`config.mk`:
```
export PLATFORM = sky130hd
export DESIGN_NAME = lupp_command_port
export DESIGN_NICKNAME = d
export VERILOG_FILES = /design/src/hw/lupp_pkg.sv /design/src/hw/lupp_sticky_flag.sv /design/src/hw/lupp_tx_line.sv /design/src/hw/lupp_command_port.sv
export SDC_FILE = /design/constraint.sdc
export NUM_CORES = 1
export LEC_CHECK = 0
export ABC_AREA = 1
export BUFFER_PORTS_ARGS = -buffer_cell sky130_fd_sc_hd__buf_2
export CAP_MARGIN = 20
export CORE_MARGIN = 1
export CORE_UTILIZATION = 41
export DETAILED_ROUTE_END_ITERATION = 12
export PLACE_DENSITY_LB_ADDON = 0.08
export SYNTH_ARGS = -nofsm -noshare
export SYNTH_HDL_FRONTEND = slang
export SYNTH_SLANG_ARGS = --single-unit
```
`constraint.sdc`:
```
create_clock -name clock -period 1.6 [get_ports clock]
set_clock_uncertainty 0.2 [all_clocks]
set_input_delay 0.4 -clock clock [delete_from_list [all_inputs] [get_ports clock]]
set_output_delay 0.4 -clock clock [all_outputs]
set_load 0.05 [all_outputs]
```
`src/hw/lupp_pkg.sv`:
```
// Constants, register map and types of the user command port.
package lupp_pkg;

  // Register byte offsets on the bus, decoded from address bits 3:0.
  localparam int ADDR_W = 4;
  localparam logic [3:0] CSR_ADDR = 4'h0;
  localparam logic [3:0] IRQ_STATUS_ADDR = 4'h4;
  localparam logic [3:0] IRQ_MASK_ADDR = 4'h8;
  localparam logic [3:0] PHASE_ADDR = 4'hc;

  // Field positions inside the command control and status register.
  localparam int ERR_BIT = 15;
  localparam int AVAIL_BIT = 14;
  localparam int PARAM_BIT = 13;
  localparam int CODE_HI = 12;
  localparam int CODE_LO = 8;
  localparam int CODE_W = 5;
  localparam int HIGH_LANE = 1;
  localparam int LOW_LANE = 0;

  // Command codes.
  localparam logic [4:0] CMD_STOP = 5'h00;
  localparam logic [4:0] CMD_START = 5'h01;
  localparam logic [4:0] CMD_TRANS = 5'h03;
  localparam logic [4:0] CMD_CONN_REQ = 5'h06;
  localparam logic [4:0] CMD_CONN_RSP = 5'h07;
  localparam logic [4:0] CMD_RST_REQ = 5'h08;
  localparam logic [4:0] CMD_RST_RSP = 5'h09;

  // Interrupt status and mask layout.
  localparam int IRQ_DONE = 0;
  localparam int IRQ_ERROR = 1;
  localparam int IRQ_COUNT = 2;
  localparam logic [1:0] IRQ_MASK_RESET = 2'h0;

  // Idle pattern sent between frames while the link is running.
  localparam logic [7:0] FLAG_PATTERN = 8'h7e;

  // Operating phase of the controller.
  typedef enum logic [1:0] {
    phase_stopped,
    phase_disconnected,
    phase_connected,
    phase_transparent
  } lupp_phase_type;

endpackage

```
`src/hw/lupp_sticky_flag.sv`:
```
// Sticky flag that hardware sets and software clears.
`timescale 1ns/100ps
module lupp_sticky_flag (
  input wire logic clock,
  input wire logic reset,
  input wire logic set_event,
  input wire logic clear_request,
  output logic flag
);

  // A set in the same cycle as a clear wins, so no event is lost.
  always_ff @(posedge clock) begin
    if (reset) begin
      flag <= 1'b0;
    end else begin
      flag <= set_event | (flag & ~clear_request);
    end
  end

endmodule

```
`src/hw/lupp_tx_line.sv`:
```
// Serial transmit line driver: ones when stopped, flags or frame bits.
`timescale 1ns/100ps
module lupp_tx_line (
  input wire logic clock,
  input wire logic reset,
  input wire logic hold_ones,
  input wire logic frame_active,
  input wire logic frame_bit,
  output logic tx_line
);

  logic [7:0] flag_shift;

  // The flag pattern rotates so idle time is filled with whole flags.
  always_ff @(posedge clock) begin
    if (reset || hold_ones) begin
      flag_shift <= lupp_pkg::FLAG_PATTERN;
    end else if (!frame_active) begin
      flag_shift <= {flag_shift[0], flag_shift[7:1]};
    end
  end

  // Holding ones overrides a frame in flight, which aborts it on the line.
  always_ff @(posedge clock) begin
    if (reset || hold_ones) begin
      tx_line <= 1'b1;
    end else if (frame_active) begin
      tx_line <= frame_bit;
    end else begin
      tx_line <= flag_shift[0];
    end
  end

endmodule

```
`src/hw/lupp_command_port.sv`:
```
// User command port with classic Wishbone register access.
//
// How it works
// - Conflicting command sets the error flag.
// - Error flag clears only by written one.
// - Available flag set by host, cleared after processing.
// - Stop: stopped phase, no DMA, ones, no receive.
// - Stop during a frame aborts it with ones.
// - Stop with parameter one resets whole device.
// - Start zero: disconnected, ring reset, flags sent.
// - Start one: straight to connected phase.
// - Start valid only when stopped or transparent.
`timescale 1ns/100ps
module lupp_command_port (
  input wire logic clock,
  input wire logic reset,
  input wire logic wb_cyc,
  input wire logic wb_stb,
  input wire logic wb_we,
  input wire logic [3:0] wb_adr,
  input wire logic [3:0] wb_sel,
  input wire logic [31:0] wb_wdata,
  output logic [31:0] wb_rdata,
  output logic wb_ack,
  input wire logic tx_frame_active,
  input wire logic tx_frame_bit,
  output logic tx_line,
  output logic dma_enable,
  output logic receive_enable,
  output logic [1:0] link_phase,
  output logic ring_pointer_reset,
  output logic retransmit_unacked,
  output logic descriptor_owner_release,
  output logic irq
);

  ////////////////////////////////////////////////////////////////////////////
  // Declarations.
  lupp_pkg::lupp_phase_type phase;
  lupp_pkg::lupp_phase_type next_phase;
  logic soft_reset;
  logic core_reset;
  logic command_available_flag;
  logic command_error_flag;
  logic command_parameter;
  logic [4:0] command_code;
  logic accepted;
  logic want_soft;
  logic want_ring;
  logic want_retx;
  logic want_discard;
  logic access;
  logic write_csr;
  logic write_status;
  logic write_mask;
  logic [1:0] irq_status;
  logic [1:0] irq_mask;
  logic [1:0] irq_set;
  logic [1:0] irq_clear;

  // A soft reset acts one cycle after the Stop is taken, like the pin.
  assign core_reset = reset | soft_reset;

  ////////////////////////////////////////////////////////////////////////////
  // Wishbone slave.
  assign access = wb_cyc & wb_stb;
  assign write_csr = access & wb_we & wb_ack & (wb_adr == lupp_pkg::CSR_ADDR)
                     & wb_sel[lupp_pkg::HIGH_LANE];
  assign write_status = access & wb_we & wb_ack
                        & (wb_adr == lupp_pkg::IRQ_STATUS_ADDR)
                        & wb_sel[lupp_pkg::LOW_LANE];
  assign write_mask = access & wb_we & wb_ack
                      & (wb_adr == lupp_pkg::IRQ_MASK_ADDR)
                      & wb_sel[lupp_pkg::LOW_LANE];

  // Ack one cycle after the strobe; writes act at the edge that sees ack.
  always_ff @(posedge clock) begin
    if (core_reset) begin
      wb_ack <= 1'b0;
    end else begin
      wb_ack <= access & ~wb_ack;
    end
  end

  // Read data is loaded at the edge that raises ack; unmapped reads zero.
  always_ff @(posedge clock) begin
    if (core_reset) begin
      wb_rdata <= 32'h0;
    end else if (access && !wb_ack) begin
      unique case (wb_adr)
        lupp_pkg::CSR_ADDR: begin
          wb_rdata <= {16'h0, command_error_flag, command_available_flag,
                       command_parameter, command_code, 8'h00};
        end
        lupp_pkg::IRQ_STATUS_ADDR: begin
          wb_rdata <= {30'h0, irq_status};
        end
        lupp_pkg::IRQ_MASK_ADDR: begin
          wb_rdata <= {30'h0, irq_mask};
        end
        lupp_pkg::PHASE_ADDR: begin
          wb_rdata <= {30'h0, phase};
        end
        default: begin
          wb_rdata <= 32'h0;
        end
      endcase
    end
  end

  ////////////////////////////////////////////////////////////////////////////
  // Command capture.
  // A new command is only taken while the previous one is not pending.
  always_ff @(posedge clock) begin
    if (core_reset) begin
      command_available_flag <= 1'b0;
      command_parameter <= 1'b0;
      command_code <= lupp_pkg::CMD_STOP;
    end else if (write_csr && wb_wdata[lupp_pkg::AVAIL_BIT]
                 && !command_available_flag) begin
      command_available_flag <= 1'b1;
      command_parameter <= wb_wdata[lupp_pkg::PARAM_BIT];
      command_code <= wb_wdata[lupp_pkg::CODE_HI:lupp_pkg::CODE_LO];
    end else begin
      command_available_flag <= 1'b0;
    end
  end

  // Error flag: set by a conflict, cleared only by a written one.
  lupp_sticky_flag u_error_flag (
    .clock(clock),
    .reset(core_reset),
    .set_event(command_available_flag & ~accepted),
    .clear_request(write_csr & wb_wdata[lupp_pkg::ERR_BIT]),
    .flag(command_error_flag)
  );

  ////////////////////////////////////////////////////////////////////////////
  // Command decode.
  // The parameter only matters where a code gives it a meaning.
  always_comb begin
    next_phase = phase;
    accepted = 1'b1;
    want_soft = 1'b0;
    want_ring = 1'b0;
    want_retx = 1'b0;
    want_discard = 1'b0;
    unique case (command_code)
      lupp_pkg::CMD_STOP: begin
        next_phase = lupp_pkg::phase_stopped;
        want_soft = command_parameter;
      end
      lupp_pkg::CMD_START: begin
        if (phase == lupp_pkg::phase_stopped
            || phase == lupp_pkg::phase_transparent) begin
          want_ring = 1'b1;
          if (command_parameter) begin
            next_phase = lupp_pkg::phase_connected;
          end else begin
            next_phase = lupp_pkg::phase_disconnected;
          end
        end else begin
          accepted = 1'b0;
        end
      end
      lupp_pkg::CMD_TRANS: begin
        next_phase = lupp_pkg::phase_transparent;
      end
      lupp_pkg::CMD_CONN_REQ, lupp_pkg::CMD_CONN_RSP: begin
        if (phase == lupp_pkg::phase_disconnected) begin
          want_retx = ~command_parameter;
          want_discard = command_parameter;
        end else begin
          accepted = 1'b0;
        end
      end
      lupp_pkg::CMD_RST_REQ, lupp_pkg::CMD_RST_RSP: begin
        if (phase == lupp_pkg::phase_stopped) begin
          accepted = 1'b0;
        end else if (phase == lupp_pkg::phase_connected) begin
          want_retx = ~command_parameter;
          want_discard = command_parameter;
        end
      end
      default: begin
        accepted = 1'b1;
      end
    endcase
  end

  // A rejected command leaves the phase alone.
  always_ff @(posedge clock) begin
    if (core_reset) begin
      phase <= lupp_pkg::phase_stopped;
    end else if (command_available_flag && accepted) begin
      phase <= next_phase;
    end
  end

  // The soft reset lasts one cycle; only the pin, not the soft reset itself, resets this register.
  always_ff @(posedge clock) begin
    if (reset) begin
      soft_reset <= 1'b0;
    end else begin
      soft_reset <= command_available_flag & want_soft;
    end
  end

  // One-cycle pulses to the DMA and ring logic.
  always_ff @(posedge clock) begin
    if (core_reset) begin
      ring_pointer_reset <= 1'b0;
      retransmit_unacked <= 1'b0;
      descriptor_owner_release <= 1'b0;
    end else begin
      ring_pointer_reset <= command_available_flag & accepted & want_ring;
      retransmit_unacked <= command_available_flag & accepted & want_retx;
      descriptor_owner_release <= command_available_flag & accepted
                                  & want_discard;
    end
  end

  ////////////////////////////////////////////////////////////////////////////
  // Phase outputs and line.
  assign dma_enable = phase != lupp_pkg::phase_stopped;
  assign receive_enable = phase != lupp_pkg::phase_stopped;
  assign link_phase = phase;

  lupp_tx_line u_tx_line (
    .clock(clock),
    .reset(core_reset),
    .hold_ones(phase == lupp_pkg::phase_stopped),
    .frame_active(tx_frame_active),
    .frame_bit(tx_frame_bit),
    .tx_line(tx_line)
  );

  ////////////////////////////////////////////////////////////////////////////
  // Interrupts.
  assign irq_set[lupp_pkg::IRQ_DONE] = command_available_flag & accepted;
  assign irq_set[lupp_pkg::IRQ_ERROR] = command_available_flag & ~accepted;
  assign irq_clear = {2{write_status}} & wb_wdata[1:0];

  // One sticky bit per event; a set beats a simultaneous clear.
  genvar g;
  generate
    for (g = 0; g < lupp_pkg::IRQ_COUNT; g++) begin : gen_irq
      lupp_sticky_flag u_irq_flag (
        .clock(clock),
        .reset(core_reset),
        .set_event(irq_set[g]),
        .clear_request(irq_clear[g]),
        .flag(irq_status[g])
      );
    end
  endgenerate

  // Mask register; a one enables the matching status bit.
  always_ff @(posedge clock) begin
    if (core_reset) begin
      irq_mask <= lupp_pkg::IRQ_MASK_RESET;
    end else if (write_mask) begin
      irq_mask <= wb_wdata[1:0];
    end
  end

  assign irq = |(irq_status & irq_mask);
endmodule

```
==> results.md <==
GRT:
- The first global-routing pass estimated 6175 microns of wire.
- After global routing the overflow that remains totals 0.
- The number of global-route vias before repair came to 1,383.
- Global routing used 18.31% of the available tracks across all layers.
- The number of antenna violations at the first check in global routing is 0.
- The maximum number of pins on one net before global-route repair is 20.

Floorplanning:
- The die is 68.98 microns wide.
- The area of the die is 4758 sq um.
- Once the floorplan was initialized, standard cells occupied 44.38% of the core.
- During I/O placement, the number of pins put on the boundary was 89.
- The area of the core region is 4144 sq um.
- The die is 68.98 microns tall.
- The standard-cell row count is 23.

Job:
- Across the run, the number of max-cap violations was 0.

CTS:
- Clock tree synthesis selected as its root buffer the cell clkbuf_8.
- The number of hold-repair buffers added at the cts stage is 0.
- After clock tree synthesis, the clock-pin slew on the worst setup and hold paths is 0.07 ns.
- The CTS buffer count is 5.
- The clock latency on the worst-skew pair is 0.29 ns.
- The clock sink count is 38.
- In this run the number of H-tree levels came out at 2.
- Counting along the longest clock path gives a buffer depth of 2.
- The clock tree from TritonCTS is yes.

Critical path:
- The category of the worst setup path capture point is a primary output.
- The maximum net fanout on the critical path is 3.
- The largest individual stage delay along the critical path comes from the cell dfxtp_4.
- At the worst endpoint, the required time is 1.00 ns.
- The buffering stage count on the worst path with inverters included is 3.
- The worst setup path category is register to primary output.
- The worst-case reg-to-reg path depth is 12.
- STA puts the critical path data arrival time at 1.14 ns.
- In this design, the stage delay of the slowest critical-path cell is 0.35 ns.
- The worst setup path is launched from a register.
- Traced cell by cell, the critical path runs through inv_4 -> ha_4 -> clkinvlp_4 -> buf_8.
- The number of cells on the critical path is 4.
- The setup slack of the worst register-to-register path is -0.06 ns.
- The cell class contributing the biggest share of worst-path delay is flip-flops.

STA:
- The setup TNS is -0.3867 ns.
- The final hold slack is 0.1122 ns.
- The fraction of the cycle the final worst path needs is 108.5%.
- The count of endpoints failing hold in the final timing report was 0.
- The max-slew violation count is 0.
- The clock period minus final worst setup slack is 1.736 ns.
- The count of endpoints failing setup in the final report is 5.
- Setup repair after global routing could not meet its margin everywhere.
- Setup slack on the critical path of the routed design comes to -0.1359 ns.
- The maximum achievable frequency is 576.1 MHz.

Power:
- The clock network is responsible for 38.0% of the overall power.
- The proportion of power drawn by flip-flops and latches is 47.9%.
- The analysis attributes to cell leakage a power of 1.106 nW.
- Internal power comes to 1.447 mW.
- Summed over all nets, the switching power comes to 0.5607 mW.
- The combinational fraction of design power is 14.1%.
- In this run switching power makes up 27.93% of total power.
- The peak ir drop on the vdd network is 625.6 uV.
- In this run the power density over the cells is 851.7 nW/um^2.

Place:
- The worst slack at placement is -0.01649 ns.
- The total of buffers placed on input and output ports is 42.
- The post-detailed-placement cell area is 2133 sq um.
- Detailed placement finished with a half-perimeter wire length of 2941 microns.
- The placer's final routability congestion estimate is 0.8464.

Synthesis:
- Summing the areas of all fa, ha and maj instances in the mapped netlist gives 2.041% of the synthesized area.
- After synthesis, the share of cell area in mux cells is 0%.
- In the synthesized netlist, the number of instances is 243.
- The post-synthesis average cell area is 7.569 sq um.
- In this run, distinct cell masters in the synthesized netlist total 27.
- The xor/xnor cell area share of the yosys netlist is 0%.
- After synthesis, the largest family of logic cells by area is simple AND/OR/NAND/NOR gates.
- The number of warnings printed during yosys synthesis is 0.
- The synthesized netlist devotes 12.72% of its cell area to compound gates.
- After synthesis, the cell types taking the most area are dfxtp_1 41%, nand2_1 9.8%, buf_4 9.4%.
- The post-synthesis sequential element count is 38.
- The share of synthesized area in the top cell type comes to 41.36%.
- The sequential element share of the synthesized area is 41.36%.
- The cell area after synthesis is 1839 sq um.
- After Yosys synthesis, and, or, nand and nor cells account for 26.80% of the synthesized area.
- The synthesized design spends more area on one cell type than any other, namely dfxtp_1.

Cells and area:
- Of the cells placed in the final design, the portion with a size suffix greater than 1 is 33.22%.
- The post-route cell area is 2357 sq um.
- The number of nets in the layout is 354.
- The number of filler cells placed in the layout is 420.
- The post-layout utilization of the core is 56.88%.
- The repair_antennas step left the layout with diodes totalling 0.
- Relative to the synthesized area, the layout overhead comes to 28.16%.

Route:
- The detailed-router iteration count before antenna repair is 4.
- For this run, design rule violations remaining after detail routing come to 0.
- After detailed routing, the average wire length per cell comes to 11.07 microns.
- The final route contains 1,671 vias.
- The average via count per standard cell is 4.720.
- The remaining number of nets flagged by the antenna check after routing is 0.
- After detailed routing, the total wire length is 3919 microns.
- The number of design-rule violations left by the first detailed-router iteration is 50.

Outcome:
- The checks that failed: negative setup slack.
- The flow ran to the end, but the final reports show violations.

Hold path:
- The cell count of the worst hold path is 3.
- The path category of the worst min-delay check is input port to register.
-- synthesized netlist by cell type --
cell      count
nor4_1        1
o21a_1        2
nor3_2        1
inv_1        28
nand2_2       1
nor2_2        1
and3_1        1
a22o_1        1
nand3_1      16
buf_4        23
nor3_1        3
buf_6         1
nor2_1       21
clkbuf_1      3
nand2_1      48
nand4_1       7
conb_1        1
buf_2         2
nor3_4        1
nand4_2       1
dfxtp_1      38
a21oi_1      19
o21ai_0      13
nor2_4        1
nand3_2       2
a211oi_2      4
ha_1          3
-- power groups by stage --
stage	Sequential [mW]	Clock [mW]	Combinational, mW
floorplan	1.03	0	0.207
global placement	0.983	0	0.282
detailed placement	0.983	0	0.283
CTS	0.961	0.791	0.284
global route	0.963	0.814	0.305
finish	0.961	0.763	0.283
-- worst paths after layout --
kind / end / startpoint
setup / recovery: dma_enable / link_phase[0]
hold / removal: u_tx_line.tx_line / tx_frame_bit
setup reg to reg: link_phase[1] / link_phase[0]
hold reg to reg: u_tx_line.flag_shift[0] / u_tx_line.flag_shift[0]
-- logic make-up after synthesis --
family,after synthesis
and+or+nand+nor,105
other,1
AOI/OAI and AO/OA,39
DFF,38
buffers and inverters,57
adders and majority gates,3
-- cells in the final DEF, fill, tap and decap left out, drive strengths merged, types with 8 or more instances in the layout --
cell,count
a21oi,19
buf,62
conb,22
dfxtp,38
inv,27
nand2,49
nand3,18
nand4,8
nor2,23
o21ai,13
-- metrics by stage --
stage | instances | total power, mW
final | 354 | 2.008
after global routing | 354 | 2.082
after CTS | 354 | 2.035
after detailed placement | 342 | 1.266
after global placement | 342 | 1.265
after floorplan | 264 | 1.236
-- registers in the layout, indices dropped and copies added (netlist names), 2 cells and up --
| name | flops |
|---|---|
| command_code | 5 |
| gen_irq.u_irq_flag.flag | 2 |
| irq_mask | 2 |
| link_phase | 2 |
| u_tx_line.flag_shift | 8 |
| wb_rdata | 10 |
-- layer usage --
metal | track usage (%) | part of all wire (%)
met1 | 23.49 | 49
met2 | 28.03 | 44
met3 | 3.947 | 4.7
met4 | 10.71 | 2.3
met5 | 0 | 0
-- final cells by class --
class	instances	area, sq um	area share [%]
Inverter	28	113.9	4.830
Multi-Input combinational cell	169	908.4	38.54
Timing Repair Buffer	62	391.6	16.61
Tap cell	50	62.56	2.654
Clock buffer	7	107.6	4.565
Sequential cell	38	773.2	32.80
-- timing repair --
| action | CTS | global route |
|---|---|---|
| endpoints found under the setup margin | 5 | 10 |
| gates resized for setup | 17 | 8 |
| setup buffers | 5 | 0 |
| pin swaps | 3 | 4 |
| gates cloned | 0 | 0 |
-- worst register-to-register path, delay by kind of cell (launching register included) --
family	cells	cell delay, ns
flip-flops	1	0.35
AND/OR/NAND/NOR	6	0.41
buffers and inverters	5	0.44
adder cells (fa/ha/maj)	1	0.15
No activity file was read; power rests on OpenSTA's default activity.
